`config.mk`:
```
export PLATFORM = sky130hd
export DESIGN_NAME = csr_clock_source
export DESIGN_NICKNAME = d
export VERILOG_FILES = /design/src/hdl/csr_pkg.sv /design/src/hdl/csr_clock_source.sv
export VERILOG_INCLUDE_DIRS = /design/src /design/src/hdl
export SDC_FILE = /design/constraint.sdc
export NUM_CORES = 1
export LEC_CHECK = 0
export BUFFER_PORTS_ARGS = -buffer_cell sky130_fd_sc_hd__buf_2
export CAP_MARGIN = 20
export CORE_ASPECT_RATIO = 1.1
export CORE_MARGIN = 2
export CORE_UTILIZATION = 45
export DETAILED_ROUTE_END_ITERATION = 12
export GPL_ROUTABILITY_DRIVEN = 1
export PLACE_DENSITY = 0.74
export SYNTH_ARGS = -nofsm -noshare
export SYNTH_HDL_FRONTEND = slang
export SYNTH_SLANG_ARGS = --single-unit
```
`constraint.sdc`:
```
create_clock -name clk_sys -period 2.3 [get_ports clk_sys]
set_input_delay 0.46 -clock clk_sys [delete_from_list [all_inputs] [get_ports clk_sys]]
set_output_delay 0.46 -clock clk_sys [all_outputs]
set_load 0.03 [all_outputs]
```
`src/hdl/csr_cfg.svh`:
```
// Register offsets, field positions, reset values and timing counts of the clock source block.
`ifndef CSR_CFG_SVH
`define CSR_CFG_SVH
// Byte offsets of the registers on the bus.
`define CSR_OFF_CTRL1 8'h00
`define CSR_OFF_CTRL2 8'h04
`define CSR_OFF_TRIM 8'h08
`define CSR_OFF_STATUS 8'h0C
// Field positions in the first control register.
`define CSR_C1_SEL_HI 7
`define CSR_C1_SEL_LO 6
`define CSR_C1_REFDIV_HI 5
`define CSR_C1_REFDIV_LO 3
`define CSR_C1_INTSEL 2
`define CSR_C1_INTOUT_EN 1
`define CSR_C1_INTSTOP_EN 0
// Field positions in the second control register.
`define CSR_C2_BUSDIV_HI 7
`define CSR_C2_BUSDIV_LO 6
`define CSR_C2_LOWPWR 3
`define CSR_C2_OSCREQ 2
`define CSR_C2_EXTOUT_EN 1
`define CSR_C2_EXTSTOP_EN 0
// Field positions in the status and control register.
`define CSR_SC_STATUS_HI 3
`define CSR_SC_STATUS_LO 2
`define CSR_SC_OSCRDY 1
`define CSR_SC_FINETRIM 0
// Reset values: loop engaged internal, bus divide by 2.
`define CSR_RST_CTRL1 8'h04
`define CSR_RST_CTRL2 8'h40
`define CSR_RST_TRIM 8'h80
// Startup times in microseconds, the clock rate in MHz, and the oscillator init and switch counts in cycles.
`define CSR_CLK_MHZ 40
`define CSR_IRST_US 60
`define CSR_ACQ_US 1000
`define CSR_OSC_INIT_CYCLES 4096
`define CSR_SWITCH_CYCLES 4
// Cycle counts derived from the times above.
`define CSR_IRST_CYC (`CSR_IRST_US * `CSR_CLK_MHZ)
`define CSR_ACQ_CYC (`CSR_ACQ_US * `CSR_CLK_MHZ)
`endif

```
`src/hdl/csr_pkg.sv`:
```
// Types shared by the clock source block.
package csr_pkg;
  // Output clock source codes, as reported in the status field.
  typedef enum logic [1:0]
  {
    CSR_SRC_LOOP = 2'b00,
    CSR_SRC_INT = 2'b01,
    CSR_SRC_EXT = 2'b10
  } csr_src_type;

  // Loop lock sequencer states.
  typedef enum logic [1:0]
  {
    CSR_LK_OFF = 2'b00,
    CSR_LK_IRST = 2'b01,
    CSR_LK_ACQ = 2'b10,
    CSR_LK_LOCK = 2'b11
  } csr_lock_type;

  // Control fields decoded from the registers.
  typedef struct packed
  {
    logic [1:0] clock_select_field;
    logic [2:0] reference_divider;
    logic internal_ref_select;
    logic internal_ref_output_enable;
    logic int_ref_stop_enable;
    logic [1:0] bus_divider;
    logic low_power_bit;
    logic ext_oscillator_request;
    logic ext_ref_output_enable;
    logic ext_ref_stop_enable;
  } csr_ctrl_type;

  // Clock gating outputs toward the clock generators.
  typedef struct packed
  {
    logic loop_enable;
    logic loop_ref_external;
    logic int_ref_enable;
    logic ext_ref_enable;
    logic aux_ext_ref_gate;
    logic fixed_freq_gate;
    logic [1:0] out_source;
    logic [1:0] bus_divider;
    logic [2:0] reference_divider;
  } csr_gate_type;
endpackage

```
`src/hdl/csr_clock_source.sv`:
```
// Clock source control: mode decode, lock sequencing, reference gating and AHB-Lite registers.
// Behaviour
// - Enable bit drives external reference to aux output.
// - Internal select keeps external reference off loop.
// - Stop enable keeps external reference alive in stop.
// - Divided loop reference drives fixed frequency clock.
// - Valid flag high always in loop-engaged modes.
// - Bypass modes: valid needs reference divider threshold.
// - Reset into loop-engaged internal, bus divide 2.
// - Loop locks after internal reference startup, acquisition.
// - Oscillator initialised set after init cycles.
// - Status keeps value between loop-engaged modes.
// - Select 00, internal select 0 gives engaged external.
// - Select 10 bypasses; low power needs debug inactive.
// - Initialised flag clears only on enable or request clear.
`timescale 1ns/10ps
`include "csr_cfg.svh"
module csr_clock_source
  import csr_pkg::*;
#(
  parameter int IRST_CYCLES = `CSR_IRST_CYC,
  parameter int ACQ_CYCLES = `CSR_ACQ_CYC,
  parameter int OSC_INIT_CYCLES = `CSR_OSC_INIT_CYCLES
)
(
  input wire logic clk_sys,
  input wire logic reset_n,
  input wire logic clk_enable,
  // AHB-Lite slave port.
  input wire logic hsel,
  input wire logic [7:0] haddr,
  input wire logic [1:0] htrans,
  input wire logic hwrite,
  input wire logic [2:0] hsize,
  input wire logic hready,
  input wire logic [31:0] hwdata,
  output logic [31:0] hrdata,
  output logic hreadyout,
  output logic hresp,
  // Chip state inputs.
  input wire logic stop_mode,
  input wire logic background_debug_active,
  input wire logic ext_ref_present,
  // Clock control outputs.
  output csr_gate_type gate,
  output logic aux_ext_ref_clock,
  output logic fixed_freq_clock,
  output logic fixed_clock_valid,
  output logic main_output_clock
);

  // Architectural register storage.
  logic [7:0] ctrl1_reg, ctrl1_next;
  logic [7:0] ctrl2_reg, ctrl2_next;
  logic [7:0] trim_reg, trim_next;
  logic fine_trim_reg, fine_trim_next;
  logic oscillator_initialised_reg, oscillator_initialised_next;
  // Captured address phase of a pending write.
  logic wr_pend_reg, wr_pend_next;
  logic [7:0] wr_addr_reg, wr_addr_next;
  logic [31:0] hrdata_reg, hrdata_next;
  // Oscillator init counter and lock sequencer.
  logic [12:0] osc_cnt_reg, osc_cnt_next;
  csr_lock_type lock_reg, lock_next;
  logic [31:0] lock_cnt_reg, lock_cnt_next;
  // Output multiplexer and reported source.
  csr_src_type mux_reg, mux_next;
  csr_src_type status_reg, status_next;
  logic [2:0] sw_cnt_reg, sw_cnt_next;

  // Decoded control fields.
  csr_ctrl_type ctl;
  logic bypass_mode;
  logic lp_active;
  logic ext_needed;
  logic int_needed;
  logic loop_on;
  csr_src_type want_src;
  logic [2:0] ff_threshold;
  logic addr_phase;

  // Decodes the control registers into named fields.
  always_comb
  begin
    ctl.clock_select_field = ctrl1_reg[`CSR_C1_SEL_HI:`CSR_C1_SEL_LO];
    ctl.reference_divider = ctrl1_reg[`CSR_C1_REFDIV_HI:`CSR_C1_REFDIV_LO];
    ctl.internal_ref_select = ctrl1_reg[`CSR_C1_INTSEL];
    ctl.internal_ref_output_enable = ctrl1_reg[`CSR_C1_INTOUT_EN];
    ctl.int_ref_stop_enable = ctrl1_reg[`CSR_C1_INTSTOP_EN];
    ctl.bus_divider = ctrl2_reg[`CSR_C2_BUSDIV_HI:`CSR_C2_BUSDIV_LO];
    ctl.low_power_bit = ctrl2_reg[`CSR_C2_LOWPWR];
    ctl.ext_oscillator_request = ctrl2_reg[`CSR_C2_OSCREQ];
    ctl.ext_ref_output_enable = ctrl2_reg[`CSR_C2_EXTOUT_EN];
    ctl.ext_ref_stop_enable = ctrl2_reg[`CSR_C2_EXTSTOP_EN];
  end

  // Mode decode and clock gating.
  always_comb
  begin
    // Select 01 or 10 bypasses the loop; 00 engages it.
    bypass_mode = (ctl.clock_select_field != 2'h0);
    // Low power disables the loop only when debug is inactive.
    lp_active = bypass_mode && ctl.low_power_bit && !background_debug_active;
    loop_on = !lp_active && !stop_mode;
    // External reference runs for the aux output or for an external mode.
    ext_needed = (ctl.ext_ref_output_enable
                  && (!stop_mode || ctl.ext_ref_stop_enable))
                 || (!stop_mode && (ctl.clock_select_field == 2'h2
                     || (!ctl.internal_ref_select && loop_on)));
    int_needed = (!stop_mode && (ctl.internal_ref_select
                  || ctl.clock_select_field == 2'h1))
                 || (ctl.internal_ref_output_enable
                     && (!stop_mode || ctl.int_ref_stop_enable));
    // Requested output source.
    if (ctl.clock_select_field == 2'h1)
    begin
      want_src = CSR_SRC_INT;
    end
    else if (ctl.clock_select_field == 2'h2)
    begin
      want_src = CSR_SRC_EXT;
    end
    else
    begin
      want_src = CSR_SRC_LOOP;
    end
    // Bypass threshold on the reference divider per bus divider.
    ff_threshold = 3'(ctl.bus_divider) + 3'h2;
    gate.loop_enable = loop_on;
    // Internal select 1 keeps the external reference off the loop.
    gate.loop_ref_external = !ctl.internal_ref_select;
    gate.int_ref_enable = int_needed;
    gate.ext_ref_enable = ext_needed;
    gate.aux_ext_ref_gate = ctl.ext_ref_output_enable
                            && (!stop_mode || ctl.ext_ref_stop_enable);
    gate.fixed_freq_gate = loop_on;
    gate.out_source = mux_reg;
    gate.bus_divider = ctl.bus_divider;
    gate.reference_divider = ctl.reference_divider;
  end

  // Register the clock control indications.
  logic aux_next, ffclk_next, ffe_next, mainclk_next;
  always_comb
  begin
    aux_next = gate.aux_ext_ref_gate && ext_ref_present;
    ffclk_next = gate.fixed_freq_gate;
    // Always valid when engaged, threshold-gated when bypassed.
    ffe_next = !bypass_mode || (ctl.reference_divider >= ff_threshold);
    mainclk_next = !stop_mode && (mux_reg != CSR_SRC_LOOP || lock_reg == CSR_LK_LOCK);
  end

  // AHB-Lite decode and register next-state logic.
  always_comb
  begin
    addr_phase = hsel && hready && htrans[1];
    ctrl1_next = ctrl1_reg;
    ctrl2_next = ctrl2_reg;
    trim_next = trim_reg;
    fine_trim_next = fine_trim_reg;
    wr_pend_next = addr_phase && hwrite;
    wr_addr_next = addr_phase ? haddr : wr_addr_reg;
    hrdata_next = hrdata_reg;
    // Writes land in the data phase; trim is never loaded by hardware.
    if (wr_pend_reg)
    begin
      unique case (wr_addr_reg)
        `CSR_OFF_CTRL1: ctrl1_next = hwdata[7:0];
        `CSR_OFF_CTRL2: ctrl2_next = hwdata[7:0];
        `CSR_OFF_TRIM: trim_next = hwdata[7:0];
        `CSR_OFF_STATUS: fine_trim_next = hwdata[`CSR_SC_FINETRIM];
        default: ;
      endcase
    end
    // Reads capture data at the address phase; unmapped reads give zero.
    if (addr_phase && !hwrite)
    begin
      unique case (haddr)
        `CSR_OFF_CTRL1: hrdata_next = {24'h000000, ctrl1_reg};
        `CSR_OFF_CTRL2: hrdata_next = {24'h000000, ctrl2_reg};
        `CSR_OFF_TRIM: hrdata_next = {24'h000000, trim_reg};
        `CSR_OFF_STATUS: hrdata_next = {28'h0000000, status_reg,
                                         oscillator_initialised_reg, fine_trim_reg};
        default: hrdata_next = 32'h00000000;
      endcase
    end
  end

  // Oscillator init flag: set after init cycles, cleared by request clear, or by enable clear when no external mode is selected.
  always_comb
  begin
    osc_cnt_next = osc_cnt_reg;
    oscillator_initialised_next = oscillator_initialised_reg;
    if (!ctl.ext_oscillator_request || !ctl.ext_ref_output_enable
        && ctl.clock_select_field != 2'h2 && (ctl.internal_ref_select
        || ctl.clock_select_field != 2'h0))
    begin
      // Clearing the request, or the output enable outside the external modes, restarts the oscillator from scratch.
      osc_cnt_next = 13'h0000;
      if (!ctl.ext_oscillator_request || !ctl.ext_ref_output_enable)
      begin
        oscillator_initialised_next = 1'b0;
      end
    end
    else if (ext_needed && ext_ref_present && !oscillator_initialised_reg)
    begin
      if (osc_cnt_reg >= 13'(OSC_INIT_CYCLES - 1))
      begin
        oscillator_initialised_next = 1'b1;
      end
      else
      begin
        osc_cnt_next = osc_cnt_reg + 13'h0001;
      end
    end
  end

  // Loop lock sequencer: reference startup, then acquisition.
  always_comb
  begin
    lock_next = lock_reg;
    lock_cnt_next = lock_cnt_reg + 32'h00000001;
    unique case (lock_reg)
      CSR_LK_OFF:
      begin
        lock_cnt_next = 32'h00000000;
        if (loop_on)
        begin
          lock_next = CSR_LK_IRST;
        end
      end
      CSR_LK_IRST:
      begin
        // Lock is attempted only once the internal reference is stable.
        if (lock_cnt_reg >= 32'(IRST_CYCLES - 1))
        begin
          lock_next = CSR_LK_ACQ;
          lock_cnt_next = 32'h00000000;
        end
      end
      CSR_LK_ACQ:
      begin
        if (lock_cnt_reg >= 32'(ACQ_CYCLES - 1))
        begin
          lock_next = CSR_LK_LOCK;
        end
      end
      CSR_LK_LOCK:
      begin
        lock_cnt_next = 32'h00000000;
      end
    endcase
    if (!loop_on)
    begin
      lock_next = CSR_LK_OFF;
    end
  end

  // Output multiplexer switch and status reporting.
  always_comb
  begin
    mux_next = mux_reg;
    status_next = status_reg;
    sw_cnt_next = 3'h0;
    if (want_src != mux_reg)
    begin
      // Switch after a few cycles of the new source; an external source must be present.
      if (want_src == CSR_SRC_EXT && !ext_ref_present)
      begin
        sw_cnt_next = 3'h0;
      end
      else if (sw_cnt_reg >= 3'(`CSR_SWITCH_CYCLES - 1))
      begin
        mux_next = want_src;
      end
      else
      begin
        sw_cnt_next = sw_cnt_reg + 3'h1;
      end
    end
    // Status follows the multiplexer; both engaged modes report one code.
    status_next = mux_reg;
  end

  // Registers all state; the clock enable freezes everything.
  always_ff @(posedge clk_sys or negedge reset_n)
  begin
    if (!reset_n)
    begin
      ctrl1_reg <= `CSR_RST_CTRL1;
      ctrl2_reg <= `CSR_RST_CTRL2;
      trim_reg <= `CSR_RST_TRIM;
      fine_trim_reg <= 1'b0;
      oscillator_initialised_reg <= 1'b0;
      wr_pend_reg <= 1'b0;
      wr_addr_reg <= 8'h00;
      hrdata_reg <= 32'h00000000;
      osc_cnt_reg <= 13'h0000;
      lock_reg <= CSR_LK_OFF;
      lock_cnt_reg <= 32'h00000000;
      mux_reg <= CSR_SRC_LOOP;
      status_reg <= CSR_SRC_LOOP;
      sw_cnt_reg <= 3'h0;
      aux_ext_ref_clock <= 1'b0;
      fixed_freq_clock <= 1'b0;
      fixed_clock_valid <= 1'b0;
      main_output_clock <= 1'b0;
    end
    else if (clk_enable)
    begin
      ctrl1_reg <= ctrl1_next;
      ctrl2_reg <= ctrl2_next;
      trim_reg <= trim_next;
      fine_trim_reg <= fine_trim_next;
      oscillator_initialised_reg <= oscillator_initialised_next;
      wr_pend_reg <= wr_pend_next;
      wr_addr_reg <= wr_addr_next;
      hrdata_reg <= hrdata_next;
      osc_cnt_reg <= osc_cnt_next;
      lock_reg <= lock_next;
      lock_cnt_reg <= lock_cnt_next;
      mux_reg <= mux_next;
      status_reg <= status_next;
      sw_cnt_reg <= sw_cnt_next;
      aux_ext_ref_clock <= aux_next;
      fixed_freq_clock <= ffclk_next;
      fixed_clock_valid <= ffe_next;
      main_output_clock <= mainclk_next;
    end
  end

  // The slave always answers in zero wait states with OKAY.
  assign hrdata = hrdata_reg;
  assign hreadyout = 1'b1;
  assign hresp = 1'b0;

endmodule

```
* Yosys cells after proc, flatten, opt, wreduce, memory -nomap -nowiden
Index checks and enable logic that the tools add are counted.
W data, S select, Z words.
** Word-level totals
- Flip-flop bits (word level) :: 125
- Input port bits :: 54
** Cells by class
- Add/sub/neg operators :: 4
- Magnitude comparators :: 5
- Equality and inequality tests :: 19
- Muxes and demuxes :: 19
- Bitwise operators :: 1
- Reductions and logical operators :: 58
** Operators by type and width (number)
- $pmux W32 S2 :: 1
- $mux W13 :: 3
- $add A32 B1 Y32 const B :: 1
- $eq A8 B4 Y1 const B :: 4
- $ge A32 B12 Y1 const B :: 1
- $ge A32 B16 Y1 const B :: 1
- $mux W32 :: 1
- $pmux W8 S4 :: 1
- $logic_and A1 B1 Y1 :: 19
- $eq A8 B3 Y1 const B :: 2
- $logic_not A8 Y1 :: 2
- $reduce_and A3 Y1 :: 5
- $add A13 B1 Y13 const B :: 1
- $ge A13 B12 Y1 const B :: 1
- $reduce_and A4 Y1 :: 3
- $logic_or A1 B1 Y1 :: 11
- $logic_not A1 Y1 :: 10
- $mux W2 :: 5
- $mux W3 :: 3
- $eq A2 B2 Y1 const B :: 4
- $reduce_bool A2 Y1 :: 4
- $ne A3 B3 Y1 const B :: 2
- $pmux W2 S3 :: 1
- $eq A2 B1 Y1 const B :: 2
- other kinds (13) :: 18

* Depth between registers and ports, before layout
- Depth after elaboration :: 13
- Mapped depth :: 8
- Gate-level depth less buffers :: 7

* Worst setup path before layout
Ideal clock, no wire load.
- Path type :: input to register
- Start point :: input clk_enable
- End point :: register ctrl1_reg[4]
- Arrival time :: 1866 ps
- Setup slack :: 306 ps
- Cell stages on the path :: 6
- Path through :: nand2_1 -> or4_4 -> nor4_4 -> nor3b_4 -> buf_6 -> mux2_1
** Between the ends
- Longest elaborated chain between the ends :: 1
** RTL lines
- start: declaration :: line csr_clock_source.sv:28 : input wire logic clk_enable,
- $reduce_and A3 Y1 (no source line)
- end signal: assignment :: line csr_clock_source.sv:290 : ctrl1_reg <= `CSR_RST_CTRL1;
- end signal: assignment :: line csr_clock_source.sv:311 : ctrl1_reg <= ctrl1_next;
- end: declaration :: line csr_clock_source.sv:53 : logic [7:0] ctrl1_reg, ctrl1_next;
No other way between the ends.
A chain may end at the register's enable or synchronous reset.

==> impl_metrics.csv <==
group,metric,value,unit
critical_path,required,1.84,ns
drt,ant_nets,0,
timing,fmax,451,MHz
drt,wirelength,11.9,mm
yosys,ys_ff_latch,101,
drt,initialDrtViolationCount,205,
floorplan,dieWidth,108,um
power,leakage,0.00287,uW
floorplan,initial_core_util,0.464,
drt,vias_per_cell,5.42,
floorplan,coreArea,11500,um^2
yosys,synth_edf_count,0,
global_routing,grtUsageTotal,0.198,
yosys,muxShareOfSynthArea,0.0930,
timing,tns,0,ns
clock_tree,path_clk_slew,0.07,ns
drt,vias,3965,
yosys,synth.largest_area_cell,"dfrtp_1",
placement,placed_area,5680,um^2
timing,hold_violations,0,
yosys,synth_flop_cell,"dfrtp_1",
placement,gp_congestion,0.863,
critical_path,cpLargestDelayFamily,"flip-flops",
yosys,synthAdderAreaFrac,0.0258,
yosys,synthTopCellsByArea,"dfrtp_1 (46%), mux2_2 (6.8%), buf_4 (4.9%)",
clock_tree,ctsHtreeMaxLevel,3,
finish,design_area,5980,um^2
power,power.density,722,nW/um^2
drt,firstDrtPassIters,5,
critical_path,crit_buf_inv,1,
yosys,synth-simple-area-share,0.182,
critical_path,endpoint_kind,"output port",
yosys,syn_inst,521,
timing,setup_violations,0,
critical_path,critPathSlowestCell,"dfrtp_1",
drt,wl_per_cell,16.3,um
critical_path,crit_arrival,1.76,ns
floorplan,ios,105,
run_status,status,"finished clean",
floorplan,die_area,12700,um^2
clock_tree,cts.path.max_buffers,2,
clock_tree,clock-sinks,101,
global_routing,antenna_found_initial,0,
clock_tree,cts-buffers-inserted,9,
floorplan,fp-row-count,41,
timing,fin_crit_sh,0.964,
critical_path,criticalPathCategory,"reg -> out",
placement,place_hpwl,8.64,mm
timing,maxSlewViolCount,0,
yosys,yosysWarnings,0,
critical_path,slowest_delay,0.48,ns
timing,skew,0.00990,ns
critical_path,critPathMaxFanout,9,
finish,fin_nets,642,
global_routing,grt_pass1_wl,20.0,mm
yosys,synth-xor-area-share,0.0477,
yosys,ys_types,64,
finish,diodes,0,
yosys,netlist_area,5330,um^2
job,cap_viol_max_count,0,
yosys,synth-compound-area-share,0.101,
yosys,netlist.area_leader.share,0.460,
critical_path,cp_cell_sequence,"or2_2 -> a21oi_2 -> buf_2",
clock_tree,cts_tree,"done",
timing,rsz0062_at_grt,"false",
finish,fillers,1076,
finish,fin_cells,732,
yosys,synth_seq_area_share,0.475,
drt,drcViolationCount,0,
clock_tree,clkLatencyLatePin,0.35,ns
clock_tree,cts-root-buf,"clkbuf_16",
finish,drive_gt1_frac,0.230,
finish,largest_reg_flops,32,
global_routing,grt_pass1_vias,4097,
global_routing,grt_max_degree,56,
clock_tree,cts_setup_buffers,0,
global_routing,overflow,0,
critical_path,cp-start-kind,"flop",
yosys,async_flop_share,1.00,
placement,io_buffers,50,
timing,finalCriticalPeriod,2.22,ns
min_path,min_path_type,"in -> reg",
power,vdd_drop_max,575,uV
placement,dp.cells,715,
finish,syn2layout_area_growth,12.3,%
yosys,avgSynthCellArea,10.2,um^2
yosys,synth_top_family_by_area,"simple AND/OR/NAND/NOR gates",
floorplan,die_h,118,um
[repair_timing]
item / in CTS / in global routing
hold buffers: 1 / 0
endpoints found under the setup margin: 2 / 1
endpoints found under the hold margin: 2 / 0
resized for setup: 1 / 1
[Yosys cell counts (2+ instances only)]
library cell / number
buf_2: 3
nor2b_1: 5
xnor2_1: 10
conb_1: 2
mux2i_1: 9
nand2_1: 37
o211ai_1: 6
or4_1: 2
mux2_2: 32
dfstp_2: 3
o21a_1: 3
nor4_1: 9
and4_1: 4
dfrtp_1: 98
o32ai_1: 2
o21ai_0: 25
a22o_1: 2
buf_4: 35
o2bb2ai_1: 2
ha_1: 11
xor2_1: 19
o22ai_1: 2
and2_1: 2
a21oi_1: 19
nand2b_1: 5
clkbuf_1: 8
o41ai_1: 2
and3_1: 16
a21o_1: 5
nor2_1: 48
o31ai_1: 6
inv_1: 18
nand4_1: 8
a31oi_1: 2
or2_2: 2
nand3_1: 25
nor3_1: 6
mux2_1: 2
[cell families after synthesis]
logic type / count (synthesis)
AND/OR/NAND/NOR: 183
buffers and inverters: 67
AO/OA/AOI/OAI: 84
multiplexers: 44
adder cells (fa/ha/maj): 11
other: 2
flip-flops: 101
XOR/XNOR: 29
[where the power goes]
group	internal [uW]	total, uW	leakage (uW)	switching, uW
Combinational	293	792	0.00138	499
Clock	771	1450	0.000129	678
Sequential	1920	2080	0.00136	157
[path summary, 6_finish.rpt]
check / from / to / slack (ns) / cells past startpoint
max: ctrl1_reg[7]$_DFFE_PN0P_ / gate[12] / 0.08 / 3
min: hwdata[3] / ctrl1_reg[3]$_DFFE_PN0P_ / 0.35 / 3
max reg2reg: wr_addr_reg[1]$_DFFE_PN0P_ / ctrl1_reg[1]$_DFFE_PN0P_ / 0.19 / 4
min reg2reg: hrdata[2]$_DFFE_PN0P_ / hrdata[2]$_DFFE_PN0P_ / 0.48 / 2
max in group asynchronous: reset_n / oscillator_initialised_reg$_DFFE_PN0P_ / 1.12 / 3
min in group asynchronous: reset_n / lock_cnt_reg[6]$_DFFE_PN0P_ / 0.54 / 2
[stage by stage]
stage	worst slack (ns)	utilization	total power, uW	hold WS (ns)
finish	0.0834	0.520	4320	0.345
global route	0.00952	0.520	4540	0.350
CTS	0.0520	0.520	4360	0.338
detailed placement	-0.00228	0.495	2900	0.372
global placement	0.0699	0.495	2850	0.370
floorplan	0.306	-	2680	0.164
[placed cells by master, fill, tap and decap left out, types with 3 or more instances in the layout]
master | netlist | routed
dfrtp_1 | 98 | 98
buf_2 | 3 | 49
nor2_1 | 48 | 48
nand2_1 | 37 | 37
mux2_2 | 32 | 32
conb_1 | 2 | 26
o21ai_0 | 25 | 25
nand3_1 | 25 | 25
xor2_1 | 19 | 19
buf_4 | 35 | 19
inv_1 | 18 | 18
a21oi_1 | 19 | 18
and3_1 | 16 | 16
ha_1 | 11 | 11
xnor2_1 | 10 | 10
nor4_1 | 9 | 9
mux2i_1 | 9 | 9
clkbuf_16 | 0 | 9
nand4_1 | 8 | 8
o31ai_1 | 6 | 6
nor3_1 | 6 | 6
o211ai_1 | 6 | 6
a21o_1 | 5 | 5
nand2b_1 | 5 | 5
nor2b_1 | 5 | 4
and4_1 | 4 | 4
o21a_1 | 3 | 3
dfstp_2 | 3 | 3
[worst reg2reg max path, stage by stage, from the launching register on]
cell and delay [ns]:
dfrtp_1 0.38, or4_4 0.54, nor4_4 0.21, nor3b_4 0.49, mux2_2 0.40
[per-layer routing]
| layer | wire length, um | track usage | up-vias |
|---|---|---|---|
| met5 | 0 | 0 | - |
| met4 | 223 | 0.0609 | 0 |
| met3 | 504 | 0.0532 | 19 |
| met2 | 6040 | 0.331 | 97 |
| met1 | 5150 | 0.248 | 1960 |
| li1 | - | - | 1889 |
[final cells by class]
type | count | area, um^2 | share of cell area
Multi-Input combinational cell | 377 | 2500 | 0.417
Tap cell | 150 | 188 | 0.0314
Clock inverter | 4 | 32.5 | 0.00544
Clock buffer | 12 | 246 | 0.0412
Inverter | 18 | 67.6 | 0.0113
Sequential cell | 101 | 2530 | 0.423
Timing Repair Buffer | 70 | 418 | 0.0699
Power figures use the tool's default switching activity.
